[src/rtl/fgcw_pkg.sv]
// Purpose: Shared constants and types for the filter and gain control word block
// Assumes: 100 MHz system clock
// Notes:   Field positions are bit numbers of the 15-bit word, bit 1 at index 0
package fgcw_pkg;

  // ----------------------------------------------------------------------
  // Word layout
  // ----------------------------------------------------------------------
  localparam int          FGCW_WORD_W     = 15;
  localparam int          FGCW_FILT_LSB   = 9;   // Word bits 15..10
  localparam int          FGCW_FILT_W     = 6;
  localparam int          FGCW_PWR_POS    = 8;   // Word bit 9
  localparam int          FGCW_G1_LSB     = 6;   // Word bits 8..7
  localparam int          FGCW_G2_LSB     = 4;   // Word bits 6..5
  localparam int          FGCW_G3_LSB     = 2;   // Word bits 4..3
  localparam int          FGCW_POST_POS   = 1;   // Word bit 2
  localparam int          FGCW_OFS_POS    = 0;   // Word bit 1
  localparam logic [14:0] FGCW_WORD_RESET = 15'h0000;
  localparam logic [5:0]  FGCW_BYPASS_CODE = 6'h00;

  // ----------------------------------------------------------------------
  // Timing
  // ----------------------------------------------------------------------
  localparam int FGCW_CLK_PERIOD_NS  = 10;
  localparam int FGCW_PK_RST_MIN_NS  = 25;
  // Least time rounds up
  localparam int FGCW_PK_RST_CYCLES  =
    (FGCW_PK_RST_MIN_NS + FGCW_CLK_PERIOD_NS - 1) / FGCW_CLK_PERIOD_NS;
  // Shared pin turnaround: synchroniser depth plus the pad flops, with a spare
  localparam int FGCW_TURN_CYCLES    = 6;

  // ----------------------------------------------------------------------
  // Types
  // ----------------------------------------------------------------------
  typedef enum logic [1:0] {FGCW_ST_IDLE, FGCW_ST_CMD, FGCW_ST_WR, FGCW_ST_RD} fgcw_state_t;

  typedef struct packed {
    logic [5:0] corner_mhz;      // Filter corner in MHz
    logic       filter_on;
    logic       filter_high_pwr;
    logic       amp_high_pwr;
    logic [4:0] input_amp_db;    // 9, 12 or 15
    logic [4:0] second_amp_db;
    logic [4:0] third_amp_db;
    logic [3:0] post_amp_db;     // 3 or 9
    logic       offset_loop_en;
  } fgcw_settings_t;

endpackage : fgcw_pkg

[src/rtl/fgcw_ctrl.sv]
// Purpose: Serial-loaded control word and its decode for a dual-channel filter/amp
// Assumes: Serial pins are asynchronous to clk_i and much slower (160 ns clock)
// Notes:   One decoded settings bundle drives both channels
//          The shared pin input is ignored until read data has drained away
//
// How it works
// - one 15-bit word, fixed field layout
// - filter code is unsigned MHz, MSB first
// - zero code bypasses and powers down filter
// - nonzero code equals corner frequency
// - power bit low: amps low power
// - power bit high, filter: filter high power
// - power bit high, bypass: amps high power
// - input gain 15, 12, 9, 9 dB
// - post gain 3 dB or 9 dB
// - same settings for both channels
// - enable pin low disables whole device; peak hold discharge still follows the pin
// - coupling pin low enables input bias
// - 25 ns high pulse resets peak hold
// - bit 1 set disables offset loop
// - stage 2/3 gains 21, 18, 15, 12 dB
// - write: LE low, leading 1, 15 bits LSB first
// - read: leading 0, 15 bits out on falling edges
`timescale 1ns/100ps
module fgcw_ctrl
  import fgcw_pkg::*;
#(
  parameter int WORD_W = FGCW_WORD_W
) (
  // System
  input  wire logic           clk_i,
  input  wire logic           rst_i,
  // Serial port pins
  input  wire logic           latch_enable_pin_i,
  input  wire logic           serial_clk_i,
  input  wire logic           serial_data_i,
  input  wire logic           serial_out_peak_reset_pin_i,
  output logic                serial_out_peak_reset_pin_o,
  output logic                serial_out_peak_reset_pin_oe_o,
  // Device pins
  input  wire logic           chip_enable_pin_i,
  input  wire logic           input_common_mode_couple_select_i,
  // Analog control outputs
  output fgcw_settings_t      settings_o,
  output logic                device_enable_o,
  output logic                input_bias_en_o,
  output logic                peak_hold_discharge_o,
  output logic [WORD_W-1:0]   control_word_o
);

  // ----------------------------------------------------------------------
  // Input synchronisers
  // ----------------------------------------------------------------------
  logic [2:0] le_sync_reg;
  logic [2:0] sck_sync_reg;
  logic [2:0] sdi_sync_reg;
  logic [2:0] rstp_sync_reg;
  logic [2:0] en_sync_reg;
  logic [2:0] cpl_sync_reg;
  logic       le_reg;
  logic       sck_reg;
  logic       sdi_reg;
  logic       rstp_reg;
  logic       en_reg;
  logic       cpl_reg;

  // Stage 1 feeds only stage 2; a change counts when stages 2 and 3 agree
  function automatic logic filt(input logic [2:0] s, input logic held);
    filt = (s[1] == s[2]) ? s[2] : held;
  endfunction : filt

  always_ff @(posedge clk_i) begin
    if (rst_i) begin
      // Idle levels, so no unknown and no false edge follows reset
      le_sync_reg   <= 3'h7;
      sck_sync_reg  <= 3'h0;
      sdi_sync_reg  <= 3'h0;
      rstp_sync_reg <= 3'h0;
      en_sync_reg   <= 3'h0;
      cpl_sync_reg  <= 3'h7;
    end else begin
      le_sync_reg   <= {le_sync_reg[1:0], latch_enable_pin_i};
      sck_sync_reg  <= {sck_sync_reg[1:0], serial_clk_i};
      sdi_sync_reg  <= {sdi_sync_reg[1:0], serial_data_i};
      rstp_sync_reg <= {rstp_sync_reg[1:0], serial_out_peak_reset_pin_i};
      en_sync_reg   <= {en_sync_reg[1:0], chip_enable_pin_i};
      cpl_sync_reg  <= {cpl_sync_reg[1:0], input_common_mode_couple_select_i};
    end
  end

  always_ff @(posedge clk_i) begin
    if (rst_i) begin
      le_reg   <= 1'b1;
      sck_reg  <= 1'b0;
      sdi_reg  <= 1'b0;
      rstp_reg <= 1'b0;
      en_reg   <= 1'b0;
      cpl_reg  <= 1'b1;
    end else begin
      le_reg   <= filt(le_sync_reg, le_reg);
      sck_reg  <= filt(sck_sync_reg, sck_reg);
      sdi_reg  <= filt(sdi_sync_reg, sdi_reg);
      rstp_reg <= filt(rstp_sync_reg, rstp_reg);
      en_reg   <= filt(en_sync_reg, en_reg);
      cpl_reg  <= filt(cpl_sync_reg, cpl_reg);
    end
  end

  wire le_next_v  = filt(le_sync_reg, le_reg);
  wire sck_next_v = filt(sck_sync_reg, sck_reg);
  wire sck_rise   = sck_next_v & ~sck_reg;
  wire sck_fall   = ~sck_next_v & sck_reg;
  wire le_rise    = le_next_v & ~le_reg;
  // Data is stable around the rising edge; the filtered copy matches it
  wire sdi_v      = filt(sdi_sync_reg, sdi_reg);

  // ----------------------------------------------------------------------
  // Serial protocol
  // ----------------------------------------------------------------------
  fgcw_state_t       state_reg, state_next;
  logic [WORD_W-1:0] word_reg, word_next;
  logic [WORD_W-1:0] shift_reg, shift_next;
  logic [4:0]        cnt_reg, cnt_next;
  logic              sdo_reg, sdo_next, sdo_oe_reg, sdo_oe_next;

  wire cnt_full = (cnt_reg == 5'(WORD_W));

  always_comb begin
    state_next  = state_reg;
    word_next   = word_reg;
    shift_next  = shift_reg;
    cnt_next    = cnt_reg;
    sdo_next    = sdo_reg;
    sdo_oe_next = sdo_oe_reg;
    case (state_reg)
      FGCW_ST_IDLE: begin
        if (!le_next_v) begin
          state_next = FGCW_ST_CMD;
          cnt_next   = 5'd0;
        end
      end
      FGCW_ST_CMD: begin
        if (le_rise) begin
          state_next = FGCW_ST_IDLE;
        end else if (sck_rise) begin
          state_next = sdi_v ? FGCW_ST_WR : FGCW_ST_RD;
          shift_next = word_reg;
        end
      end
      FGCW_ST_WR: begin
        if (le_rise) begin
          // Only a full write is applied; partial ones are dropped
          if (cnt_full) begin
            word_next = shift_reg;
          end
          state_next = FGCW_ST_IDLE;
        end else if (sck_rise && !cnt_full) begin
          shift_next = {sdi_v, shift_reg[WORD_W-1:1]};
          cnt_next   = cnt_reg + 5'd1;
        end
      end
      FGCW_ST_RD: begin
        if (le_rise) begin
          state_next  = FGCW_ST_IDLE;
          sdo_oe_next = 1'b0;
          sdo_next    = 1'b0;
        end else if (sck_fall && !cnt_full) begin
          sdo_oe_next = 1'b1;
          sdo_next    = shift_reg[0];
          shift_next  = {1'b0, shift_reg[WORD_W-1:1]};
          cnt_next    = cnt_reg + 5'd1;
        end
      end
      default: begin
        state_next = FGCW_ST_IDLE;
      end
    endcase
  end

  always_ff @(posedge clk_i) begin
    if (rst_i) begin
      state_reg <= FGCW_ST_IDLE;
      cnt_reg   <= 5'd0;
    end else begin
      state_reg <= state_next;
      cnt_reg   <= cnt_next;
    end
  end

  always_ff @(posedge clk_i) begin
    if (rst_i) begin
      word_reg   <= FGCW_WORD_RESET;
      shift_reg  <= '0;
      sdo_reg    <= 1'b0;
      sdo_oe_reg <= 1'b0;
    end else begin
      word_reg   <= word_next;
      shift_reg  <= shift_next;
      sdo_reg    <= sdo_next;
      sdo_oe_reg <= sdo_oe_next;
    end
  end

  // ----------------------------------------------------------------------
  // Peak hold reset pulse
  // ----------------------------------------------------------------------
  // Pin is only an input while the device is not driving a read. Read data
  // still drains through the synchroniser once the driver lets go, so the
  // input stays ignored for a few cycles after the output enable drops.
  logic [FGCW_TURN_CYCLES-1:0] oe_hist_reg;
  wire                         pin_turning = |oe_hist_reg;

  always_ff @(posedge clk_i) begin
    if (rst_i) begin
      oe_hist_reg <= '0;
    end else begin
      oe_hist_reg <= {oe_hist_reg[FGCW_TURN_CYCLES-2:0], sdo_oe_reg};
    end
  end

  logic [3:0] pk_cnt_reg;
  wire        pk_rst_in = rstp_reg & ~sdo_oe_reg & ~pin_turning;
  wire        pk_long   = (pk_cnt_reg >= 4'(FGCW_PK_RST_CYCLES));

  always_ff @(posedge clk_i) begin
    if (rst_i) begin
      pk_cnt_reg <= 4'd0;
    end else if (!pk_rst_in) begin
      pk_cnt_reg <= 4'd0;
    end else if (!pk_long) begin
      pk_cnt_reg <= pk_cnt_reg + 4'd1;
    end
  end

  // ----------------------------------------------------------------------
  // Decode
  // ----------------------------------------------------------------------
  function automatic logic [4:0] stage_db(input logic [1:0] code);
    stage_db = 5'd21 - 5'(3 * code);
  endfunction : stage_db

  // Codes 10 and 11 both give the lowest input gain
  function automatic logic [4:0] input_db(input logic [1:0] code);
    case (code)
      2'h0:    input_db = 5'h0F;
      2'h1:    input_db = 5'h0C;
      default: input_db = 5'h09;
    endcase
  endfunction : input_db

  wire [5:0] filt_code = word_reg[FGCW_FILT_LSB +: FGCW_FILT_W];
  wire       pwr_bit   = word_reg[FGCW_PWR_POS];
  wire [1:0] g1_code   = word_reg[FGCW_G1_LSB +: 2];
  wire       bypass    = (filt_code == FGCW_BYPASS_CODE);

  fgcw_settings_t dec;
  always_comb begin
    dec.corner_mhz      = filt_code;
    dec.filter_on       = ~bypass;
    dec.filter_high_pwr = ~bypass & pwr_bit;
    dec.amp_high_pwr    = bypass & pwr_bit;
    dec.input_amp_db    = input_db(g1_code);
    dec.second_amp_db   = stage_db(word_reg[FGCW_G2_LSB +: 2]);
    dec.third_amp_db    = stage_db(word_reg[FGCW_G3_LSB +: 2]);
    dec.post_amp_db     = word_reg[FGCW_POST_POS] ? 4'd9 : 4'd3;
    dec.offset_loop_en  = ~word_reg[FGCW_OFS_POS];
  end

  // ----------------------------------------------------------------------
  // Outputs
  // ----------------------------------------------------------------------
  // One bundle serves both channels; disable gates settings and input bias off, not peak discharge
  always_ff @(posedge clk_i) begin
    if (rst_i) begin
      settings_o      <= '0;
      device_enable_o <= 1'b0;
      input_bias_en_o <= 1'b0;
    end else begin
      settings_o      <= en_reg ? dec : '0;
      device_enable_o <= en_reg;
      input_bias_en_o <= en_reg & ~cpl_reg;
    end
  end

  always_ff @(posedge clk_i) begin
    if (rst_i) begin
      peak_hold_discharge_o <= 1'b0;
      control_word_o        <= FGCW_WORD_RESET;
    end else begin
      peak_hold_discharge_o <= pk_long;
      control_word_o        <= word_reg;
    end
  end

  // Pin driver flops sit last so the pad sees no decode glitches
  always_ff @(posedge clk_i) begin
    if (rst_i) begin
      serial_out_peak_reset_pin_o    <= 1'b0;
      serial_out_peak_reset_pin_oe_o <= 1'b0;
    end else begin
      serial_out_peak_reset_pin_o    <= sdo_reg;
      serial_out_peak_reset_pin_oe_o <= sdo_oe_reg;
    end
  end

endmodule : fgcw_ctrl

[config.mk]
export PLATFORM = sky130hd
export DESIGN_NAME = fgcw_ctrl
export DESIGN_NICKNAME = d
export VERILOG_FILES = /design/src/rtl/fgcw_pkg.sv /design/src/rtl/fgcw_ctrl.sv
export SDC_FILE = /design/constraint.sdc
export NUM_CORES = 1
export LEC_CHECK = 0
export BUFFER_PORTS_ARGS = -buffer_cell sky130_fd_sc_hd__buf_2
export CAP_MARGIN = 30
export CORE_MARGIN = 3
export CORE_UTILIZATION = 56
export DETAILED_ROUTE_END_ITERATION = 16
export PLACE_DENSITY_LB_ADDON = 0.12
export SYNTH_ARGS = -nofsm -noshare
export SYNTH_HDL_FRONTEND = slang
export SYNTH_SLANG_ARGS = --single-unit
[constraint.sdc]
create_clock -name clk_i -period 3.1 [get_ports clk_i]
set_input_delay 0.62 -clock clk_i [delete_from_list [all_inputs] [get_ports clk_i]]
set_output_delay 0.62 -clock clk_i [all_outputs]
set_load 0.01 [all_outputs]
After elaboration in Yosys (flattened, before gate mapping):

Index checks and enable logic that the tools add are counted.

* register bits: 122
* output and inout bits: 49
* input port bits: 8

* reduce and logical (&&, ||, !) cells: 18
* multiply operators: 2
* bitwise gates (word level): 18
* $add $sub $neg: 4
* muxes and demuxes: 28
* equal/unequal tests: 20
* $lt $le $gt $ge: 1

Operators with widths (count)
* $mux 15: 6
* $pmux 15 s3: 1
* $mux 5: 5
* $pmux 5 s3: 1
* $ne 2x2->1 const B: 7
* $not 1->1: 10
* $sub 5x4->5 const A: 2
* $and 1x1->1: 8
* $mul 2x2->4 const A: 2
* $mux 1: 8
* $mux 2: 4
* $reduce_and 7->1: 1
* $eq 1x1->1: 6
* $logic_not 6->1: 1
* $pmux 2 s3: 1
* $pmux 3 s2: 1
* $reduce_and 3->1: 2
* $reduce_and 6->1: 1
* $reduce_bool 3->1: 2
* $reduce_or 2->1: 3
* $reduce_or 6->1: 1
* $add 5x1->5 const B: 1
* $eq 5x4->1 const B: 1
* $add 4x1->4 const B: 1
* other kinds (11): 15

Depth between registers and ports, before layout:

Gate-level depths: netlist of the first run.

* depth after elaboration: 8
* depth in mapped cells: 8
* depth with buffers taken out: 7

Worst setup path before layout of the first run:

No wires, ideal clock.

* path kind: reg-to-reg
* start: reg cnt_reg[0]
* end: reg shift_reg[0]
* cell stages (with the launch flop): 9
* setup time: 0.121 ns
* path slack: 0.764 ns
* data arrival time: 2.215 ns
* path through: dfxtp_1 ha_1 and3_1 ha_1 nand2b_1 or4_4 a31o_4 buf_12 mux2_4

* longest elaborated chain between the ends: 5
* elaborated cells on any way between the ends: 7

Ends and longest elaborated chain
* start: declaration: RTL line fgcw_ctrl.sv:123 `logic [4:0] cnt_reg, cnt_next;`
* start signal: assignment: RTL line fgcw_ctrl.sv:186 `cnt_reg <= cnt_next;`
* $eq 5x4->1 *: RTL line fgcw_ctrl.sv:126 `wire cnt_full = (cnt_reg == 5'(WORD_W));`
* $logic_not 1->1 *: RTL line fgcw_ctrl.sv:157, fgcw_ctrl.sv:167
* $logic_and 1x1->1, on equally long branches: RTL line fgcw_ctrl.sv:167, fgcw_ctrl.sv:157
* $ne 2x2->1 (no line)
* $reduce_and 7->1 (no line) *
* end signal: assignment: RTL line fgcw_ctrl.sv:198 `shift_reg <= shift_next;`
* end: declaration: RTL line fgcw_ctrl.sv:122 `logic [WORD_W-1:0] shift_reg, shift_next;`

Mark *: on every way between the ends. The rest lies on a longest branch, timed or not.
A chain may end at the register's enable or synchronous reset.

Worst setup path in the final report of the first run:

* start: reg cnt_reg[0]
* end: reg shift_reg[7]

The elaborated chain is that of the path after synthesis.

==> impl_metrics.json, run 1 <==
{
  "yosysWarnings": 0,
  "cp_max_fo": 15,
  "die_x_microns": 94.0,
  "crit_path_max_incr_delay_ns": 0.49,
  "drt_wl_total_mm": 7.22,
  "finalMaxSlewViolations": 0,
  "grt_pass1_wl_mm": 12.3,
  "viasPerCell": 4.99,
  "async_reset_ff_share_pct": 0,
  "gp_congestion": 0.807,
  "timing.final.crit_share_pct": 77.7,
  "multi_input_area_sq_mm": 0.00181,
  "cts_made_buffers": 17,
  "cts_sinks": 118,
  "dieArea_sq_mm": 0.00883,
  "dp_hpwl_mm": 4.53,
  "leakage_nw": 2.25,
  "grt_pass1_vias": 2751,
  "drc": 0,
  "finalHoldViolCount": 0,
  "ir_worst_vdd_mv": 0.413,
  "syn2layout_area_growth_pct": 20.2,
  "final_cells": 579,
  "final_cell_area_sq_mm": 0.00521,
  "post_cts_resized": 0,
  "ys_seq_elements": 118,
  "grt_overflow": 0,
  "cts_tree": "done",
  "yosys.area.top_type_share_pct": 54.5,
  "track_usage_pct": 17.7,
  "outcome": "finished, final reports clean",
  "final_common_cell": "dfxtp_1",
  "arrival_ns": 2.80,
  "avgSynthCellArea_sq_um": 10.5,
  "fill_cells": 574,
  "cts_hold_buffers": 0,
  "crit_required_ns": 3.49,
  "path_cells": "ha_1 > and3_1 > ha_1 > nand2b_1 > or4_4 > a31o_4 > mux2_4",
  "cpMostUsedCell": "ha_1",
  "final_util_pct": 70.7,
  "antenna_cells": 0,
  "finalSetupViolCount": 0,
  "largest_reg_flops": 26,
  "rsz0062_at_grt": "no",
  "die_y_microns": 94.0,
  "first_iter_violations": 101,
  "cts_root_buf": "clkbuf_8",
  "num_vias": 2892,
  "drv_cap": 0,
  "hold_slack_ns": 0.296,
  "r2r_cells": 7,
  "port_buffers": 54,
  "dp_cells": 548,
  "cp-end-kind": "flop",
  "p_per_area_mw_per_mm2": 656,
  "antenna_found_initial": 0,
  "path_clk_slew_ns": 0.05,
  "hold_path_class": "in -> reg",
  "regMostFlops": "settings_o",
  "ys_top_cells_by_area": "dfxtp_1 (55%), mux2i_1 (7.6%), nor2b_1 (6.8%)",
  "drive_gt1_share_pct": 24.6,
  "synth_area_sq_mm": 0.00433,
  "boundaryPins": 57,
  "final_cell_mix": "dfxtp_1 (118), nor2_1 (65), buf_2 (53)",
  "finalCriticalPeriod_ns": 2.41,
  "worstSetupStartpointType": "flop",
  "syn_inst": 414,
  "first_pass_iters": 4,
  "rows": 31,
  "cts-htree-levels": 4,
  "cts_buffer_depth": 2,
  "num-nets-final": 485,
  "yosysSeqAreaShare_pct": 54.5,
  "clock_latency_ns": 0.50,
  "start_util_pct": 58.8,
  "place_area_sq_mm": 0.00464,
  "cts_setup_buffers": 0,
  "critPathSlowestCell": "or4_4",
  "clock.fmax_mhz": 415,
  "ys_types": 49,
  "coreArea_sq_mm": 0.00737,
  "yosys.area.top_type": "dfxtp_1",
  "synth_flop_cell": "dfxtp_1",
  "seqCellArea_sq_mm": 0.00236,
  "relSlewSlack_pct": 58.4,
  "worstMarginPinSlew_ns": 0.623,
  "wire_per_inst_microns": 12.5,
  "finalClockSkew_ns": 0.00722,
  "min_path_cells": 2,
  "crit_type": "reg -> reg",
  "ant_nets": 0,
  "grt_max_degree": 46,
  "synth-edff-count": 0,
  "fin_tns_setup_ns": 0
}
cell usage after synthesis, drive strengths merged, types with 2 or more instances:
cell / n
dfxtp: 118
nor2: 65
nor2b: 47
mux2i: 33
mux2: 15
clkbuf: 13
a21oi: 12
buf: 12
and2: 11
ha: 9
inv: 9
nand2: 9
or2: 7
nand2b: 5
nand3: 5
nor3: 5
o21ai: 4
and3: 3
or3b: 3
a211o: 2
maj3: 2
nand3b: 2
nand4: 2
nor3b: 2
or4: 2
area by class of cell:
class,count,share of cell area [%]
Tap cell,99,2.38
Inverter,9,0.649
Clock buffer,22,9.08
Clock inverter,9,1.92
Multi-Input combinational cell,263,34.7
Timing Repair Buffer,59,5.96
Sequential cell,118,45.4
worst max-delay path: cells and delay by family, from the launching register on:
| kind | cells | cell delay, ns |
|---|---|---|
| muxes | 1 | 0.32 |
| and+or+nand+nor | 3 | 0.83 |
| DFF | 1 | 0.34 |
| AOI/OAI and AO/OA | 1 | 0.34 |
| adders and majority gates | 2 | 0.46 |
worst paths after layout:
kind / from / endpoint / slack, ns
worst min-delay path: latch_enable_pin_i / le_sync_reg[0]$_SDFF_PP1_ / 0.30
worst min register to register: cpl_sync_reg[0]$_SDFF_PP1_ / cpl_sync_reg[1]$_SDFF_PP1_ / 0.41
worst max register to register: cnt_reg[0]$_SDFFE_PP0P_ / shift_reg[7]$_SDFFE_PP0P_ / 0.69
worst max-delay path: cnt_reg[0]$_SDFFE_PP0P_ / shift_reg[7]$_SDFFE_PP0P_ / 0.69
metal layers:
metal / share of wire, % / GRT usage (%) / up-vias
li1: - / - / 1471
met1: 45 / 20.0 / 1359
met2: 50 / 29.9 / 57
met3: 4.8 / 6.73 / 5
met4: 0.65 / 7.10 / 0
met5: 0 / 0 / -
through the flow:
step	setup WS (ns)	power [mW]
2_1_floorplan	0.764	1.60
3_3_place_gp	0.754	1.60
3_5_place_dp	0.714	1.61
4_1_cts	0.695	3.45
5_1_grt	0.569	3.53
6_report	0.691	3.42
cells by family (layout without fill, tap and decap cells):
family | Yosys count | in the layout | synth area share (%)
adders and majority gates | 11 | 11 | 3.06
xor gates and xnor gates | 1 | 1 | 0.202
DFF | 118 | 118 | 54.5
and+or+nand+nor | 175 | 175 | 21.9
other | 1 | 2 | 0.0866
AOI/OAI and AO/OA | 26 | 26 | 3.93
muxes | 48 | 48 | 12.4
buffers and inverters | 34 | 99 | 3.87
power by group:
group	switching (mW)	leakage (nW)	internal, mW
clock	0.628	0.282	1.21
combinational	0.0262	1.02	0.0136
sequential	0.00500	0.953	1.53
Note: power is estimated with default switching activity, not from simulation.
==> inputs of run 2 (changes only) <==
--- a/config.mk
+++ b/config.mk
@@ -5,6 +5,7 @@
 export SDC_FILE = /design/constraint.sdc
 export NUM_CORES = 1
 export LEC_CHECK = 0
+export ABC_AREA = 1
 export BUFFER_PORTS_ARGS = -buffer_cell sky130_fd_sc_hd__buf_2
 export CAP_MARGIN = 30
 export CORE_MARGIN = 3
==> constraint.sdc (replaced) <==
create_clock -name clk_i -period 2.45 [get_ports clk_i]
set_input_delay 0.49 -clock clk_i [delete_from_list [all_inputs] [get_ports clk_i]]
set_output_delay 0.49 -clock clk_i [all_outputs]
set_load 0.01 [all_outputs]
==> run 2 against run 1 <==
Compared with the run above:
- critical path depth rose by 5
- via count grew 13%
- setup slack got worse by 0.11 ns
- maximum frequency is 29% higher
- synthesized cell count up 25%
- first-iteration DRC count up 71%
- final cell count rose by 18%
- utilization is 2.4 points higher
- critical endpoint is now shift_reg[10]$_SDFFE_PP0P_
==> impl_metrics.json, run 2 <==
{
  "post_cts_resized": 0,
  "path_cells": "ha_1 > nand2_1 > nor2_1 > ha_1 > nor2_1 > nand2_1 > nand2_1 > nand4_2 > buf_4 > nand2_1 > nand2_1 > nor2_1",
  "worstSetupStartpointType": "flop",
  "cpMostUsedCell": "nand2_1",
  "clock.fmax_mhz": 534,
  "cp_max_fo": 30,
  "largest_reg_flops": 26,
  "ys_seq_elements": 118,
  "seqCellArea_sq_mm": 0.00236,
  "port_buffers": 54,
  "syn_inst": 519,
  "track_usage_pct": 19.0,
  "grt_pass1_vias": 2861,
  "crit_path_max_incr_delay_ns": 0.37,
  "fill_cells": 516,
  "r2r_setup_slack_ns": 0.58,
  "cts-htree-levels": 4,
  "critPathSlowestCell": "dfxtp_1",
  "num-nets-final": 592,
  "start_util_pct": 59.6,
  "final_cell_area_sq_mm": 0.00513,
  "finalHoldViolCount": 0,
  "cts_hold_buffers": 0,
  "yosysWarnings": 0,
  "regMostFlops": "settings_o",
  "rsz0062_at_grt": "no",
  "async_reset_ff_share_pct": 0,
  "cts_sinks": 118,
  "arrival_ns": 2.27,
  "cp-end-kind": "flop",
  "synth-edff-count": 0,
  "timing.final.crit_share_pct": 76.4,
  "synth_common_cells": "dfxtp_1 (118), nor2_1 (112), nand2_1 (83)",
  "outcome": "finished, final reports clean",
  "crit_type": "reg -> reg",
  "antenna_cells": 0,
  "yosysSeqAreaShare_pct": 56.5,
  "die_y_microns": 92.4,
  "grt_max_degree": 38,
  "drive_gt1_share_pct": 17.2,
  "yosys.area.top_type": "dfxtp_1",
  "dieArea_sq_mm": 0.00854,
  "yosys.area.top_type_share_pct": 56.5,
  "cts_root_buf": "clkbuf_8",
  "final_common_cell": "dfxtp_1",
  "viasPerCell": 4.77,
  "antenna_found_initial": 0,
  "finalSetupViolCount": 0,
  "ant_nets": 0,
  "avgSynthCellArea_sq_um": 8.05,
  "ys_types": 32,
  "drc": 0,
  "final_cell_mix": "dfxtp_1 (118), nor2_1 (112), nand2_1 (83)",
  "synth_area_sq_mm": 0.00418,
  "total_power_mw": 4.92,
  "finalMaxSlewViolations": 0,
  "wire_per_inst_microns": 11.2,
  "cts_tree": "done",
  "num_vias": 3255,
  "gp_congestion": 0.844,
  "hold_path_class": "in -> reg",
  "yosysMostFrequentCell": "dfxtp_1",
  "crit_required_ns": 2.85,
  "drt_wl_total_mm": 7.64,
  "cts_setup_buffers": 0,
  "first_pass_iters": 4,
  "fin_tns_setup_ns": 0,
  "cts_made_buffers": 17,
  "coreArea_sq_mm": 0.00702,
  "grt_overflow": 0,
  "syn2layout_area_growth_pct": 22.7,
  "grt_pass1_wl_mm": 12.8,
  "boundaryPins": 57,
  "path_clk_slew_ns": 0.05,
  "clock_latency_ns": 0.51,
  "synth_flop_cell": "dfxtp_1",
  "place_area_sq_mm": 0.00450,
  "first_iter_violations": 173,
  "finalClockSkew_ns": 0.00760,
  "finalCriticalPeriod_ns": 1.87,
  "multi_input_area_sq_mm": 0.00142,
  "ys_top_cells_by_area": "dfxtp_1 (57%), nor2_1 (10%), nand2_1 (7.5%)",
  "drv_cap": 0,
  "cts_buffer_depth": 2,
  "dp_hpwl_mm": 4.98,
  "leakage_nw": 2.45,
  "ir_worst_vdd_mv": 0.695,
  "p_per_area_mw_per_mm2": 959,
  "rows": 30,
  "die_x_microns": 92.4
}
-- run 2: cell count changes in the layout (fill, tap and decap cells not counted), sizes merged, moves of 5 or more --
cell / change
nand2: +75
nand2b: -5
mux2i: -33
nor2: +48
nor2b: -47
mux2: -15
and2: -11
o21ai: +30
nand4: +5
inv: +65
a21oi: +15
-- run 2: cells by family (layout without fill, tap and decap cells) --
| logic type | count (synthesis) | after routing | share of synthesized area, % |
|---|---|---|---|
| AO/OA/AOI/OAI | 69 | 69 | 9.07 |
| XOR/XNOR | 1 | 1 | 0.210 |
| adder cells (fa/ha/maj) | 9 | 9 | 2.69 |
| buffers and inverters | 99 | 166 | 9.52 |
| flip-flops | 118 | 118 | 56.5 |
| other | 1 | 2 | 0.0897 |
| AND/OR/NAND/NOR | 222 | 222 | 21.9 |
-- run 2: report_power, final --
part	switching, mW	internal [mW]
combinational	0.201	0.0969
sequential	0.0402	1.99
clock	0.791	1.80
total	1.03	3.89
-- run 2: per-layer routing --
metal  GRT usage [%]  vias to the layer above  wire, microns
li1                -                     1701              -
met3            7.55                       11            400
met5               0                        -              0
met2            31.1                       86           3750
met1            22.7                     1457           3370
met4            6.68                        0            115
-- run 2: cell type report --
cell class              instances  share of cell area [%]
flip-flops and latches        118                    46.0
clock buffers                  22                    8.83
repair buffers                 60                    6.15
multi-input cells             303                    27.8
well taps                      96                    2.34
clock inverters                 9                    3.39
inverters                      75                    5.49
-- run 2: final timing paths --
path	from	end	cells after the start
min	latch_enable_pin_i	le_sync_reg[0]$_SDFF_PP1_	2
min reg2reg	en_sync_reg[0]$_SDFF_PP0_	en_sync_reg[1]$_SDFF_PP0_	2
max	cnt_reg[1]$_SDFFE_PP0P_	shift_reg[10]$_SDFFE_PP0P_	12
max reg2reg	cnt_reg[1]$_SDFFE_PP0P_	shift_reg[10]$_SDFFE_PP0P_	12
-- run 2: critical path: cells and delay by family, from the launching register on --
kind                       cells  cell delay (ns)
adders and majority gates      2             0.43
buffers and inverters          1             0.30
DFF                            1             0.37
and+or+nand+nor                9             0.67
-- run 2: metrics by stage --
stage | util (%) | setup slack [ns] | instances | hold slack (ns)
after global placement | 64.2 | 0.658 | 652 | 0.391
after detailed placement | 64.2 | 0.584 | 652 | 0.392
after CTS | 73.1 | 0.571 | 683 | 0.142
after global routing | 73.1 | 0.354 | 683 | 0.143
final | 73.1 | 0.579 | 683 | 0.161
after floorplan | - | 0.773 | 520 | 0.388
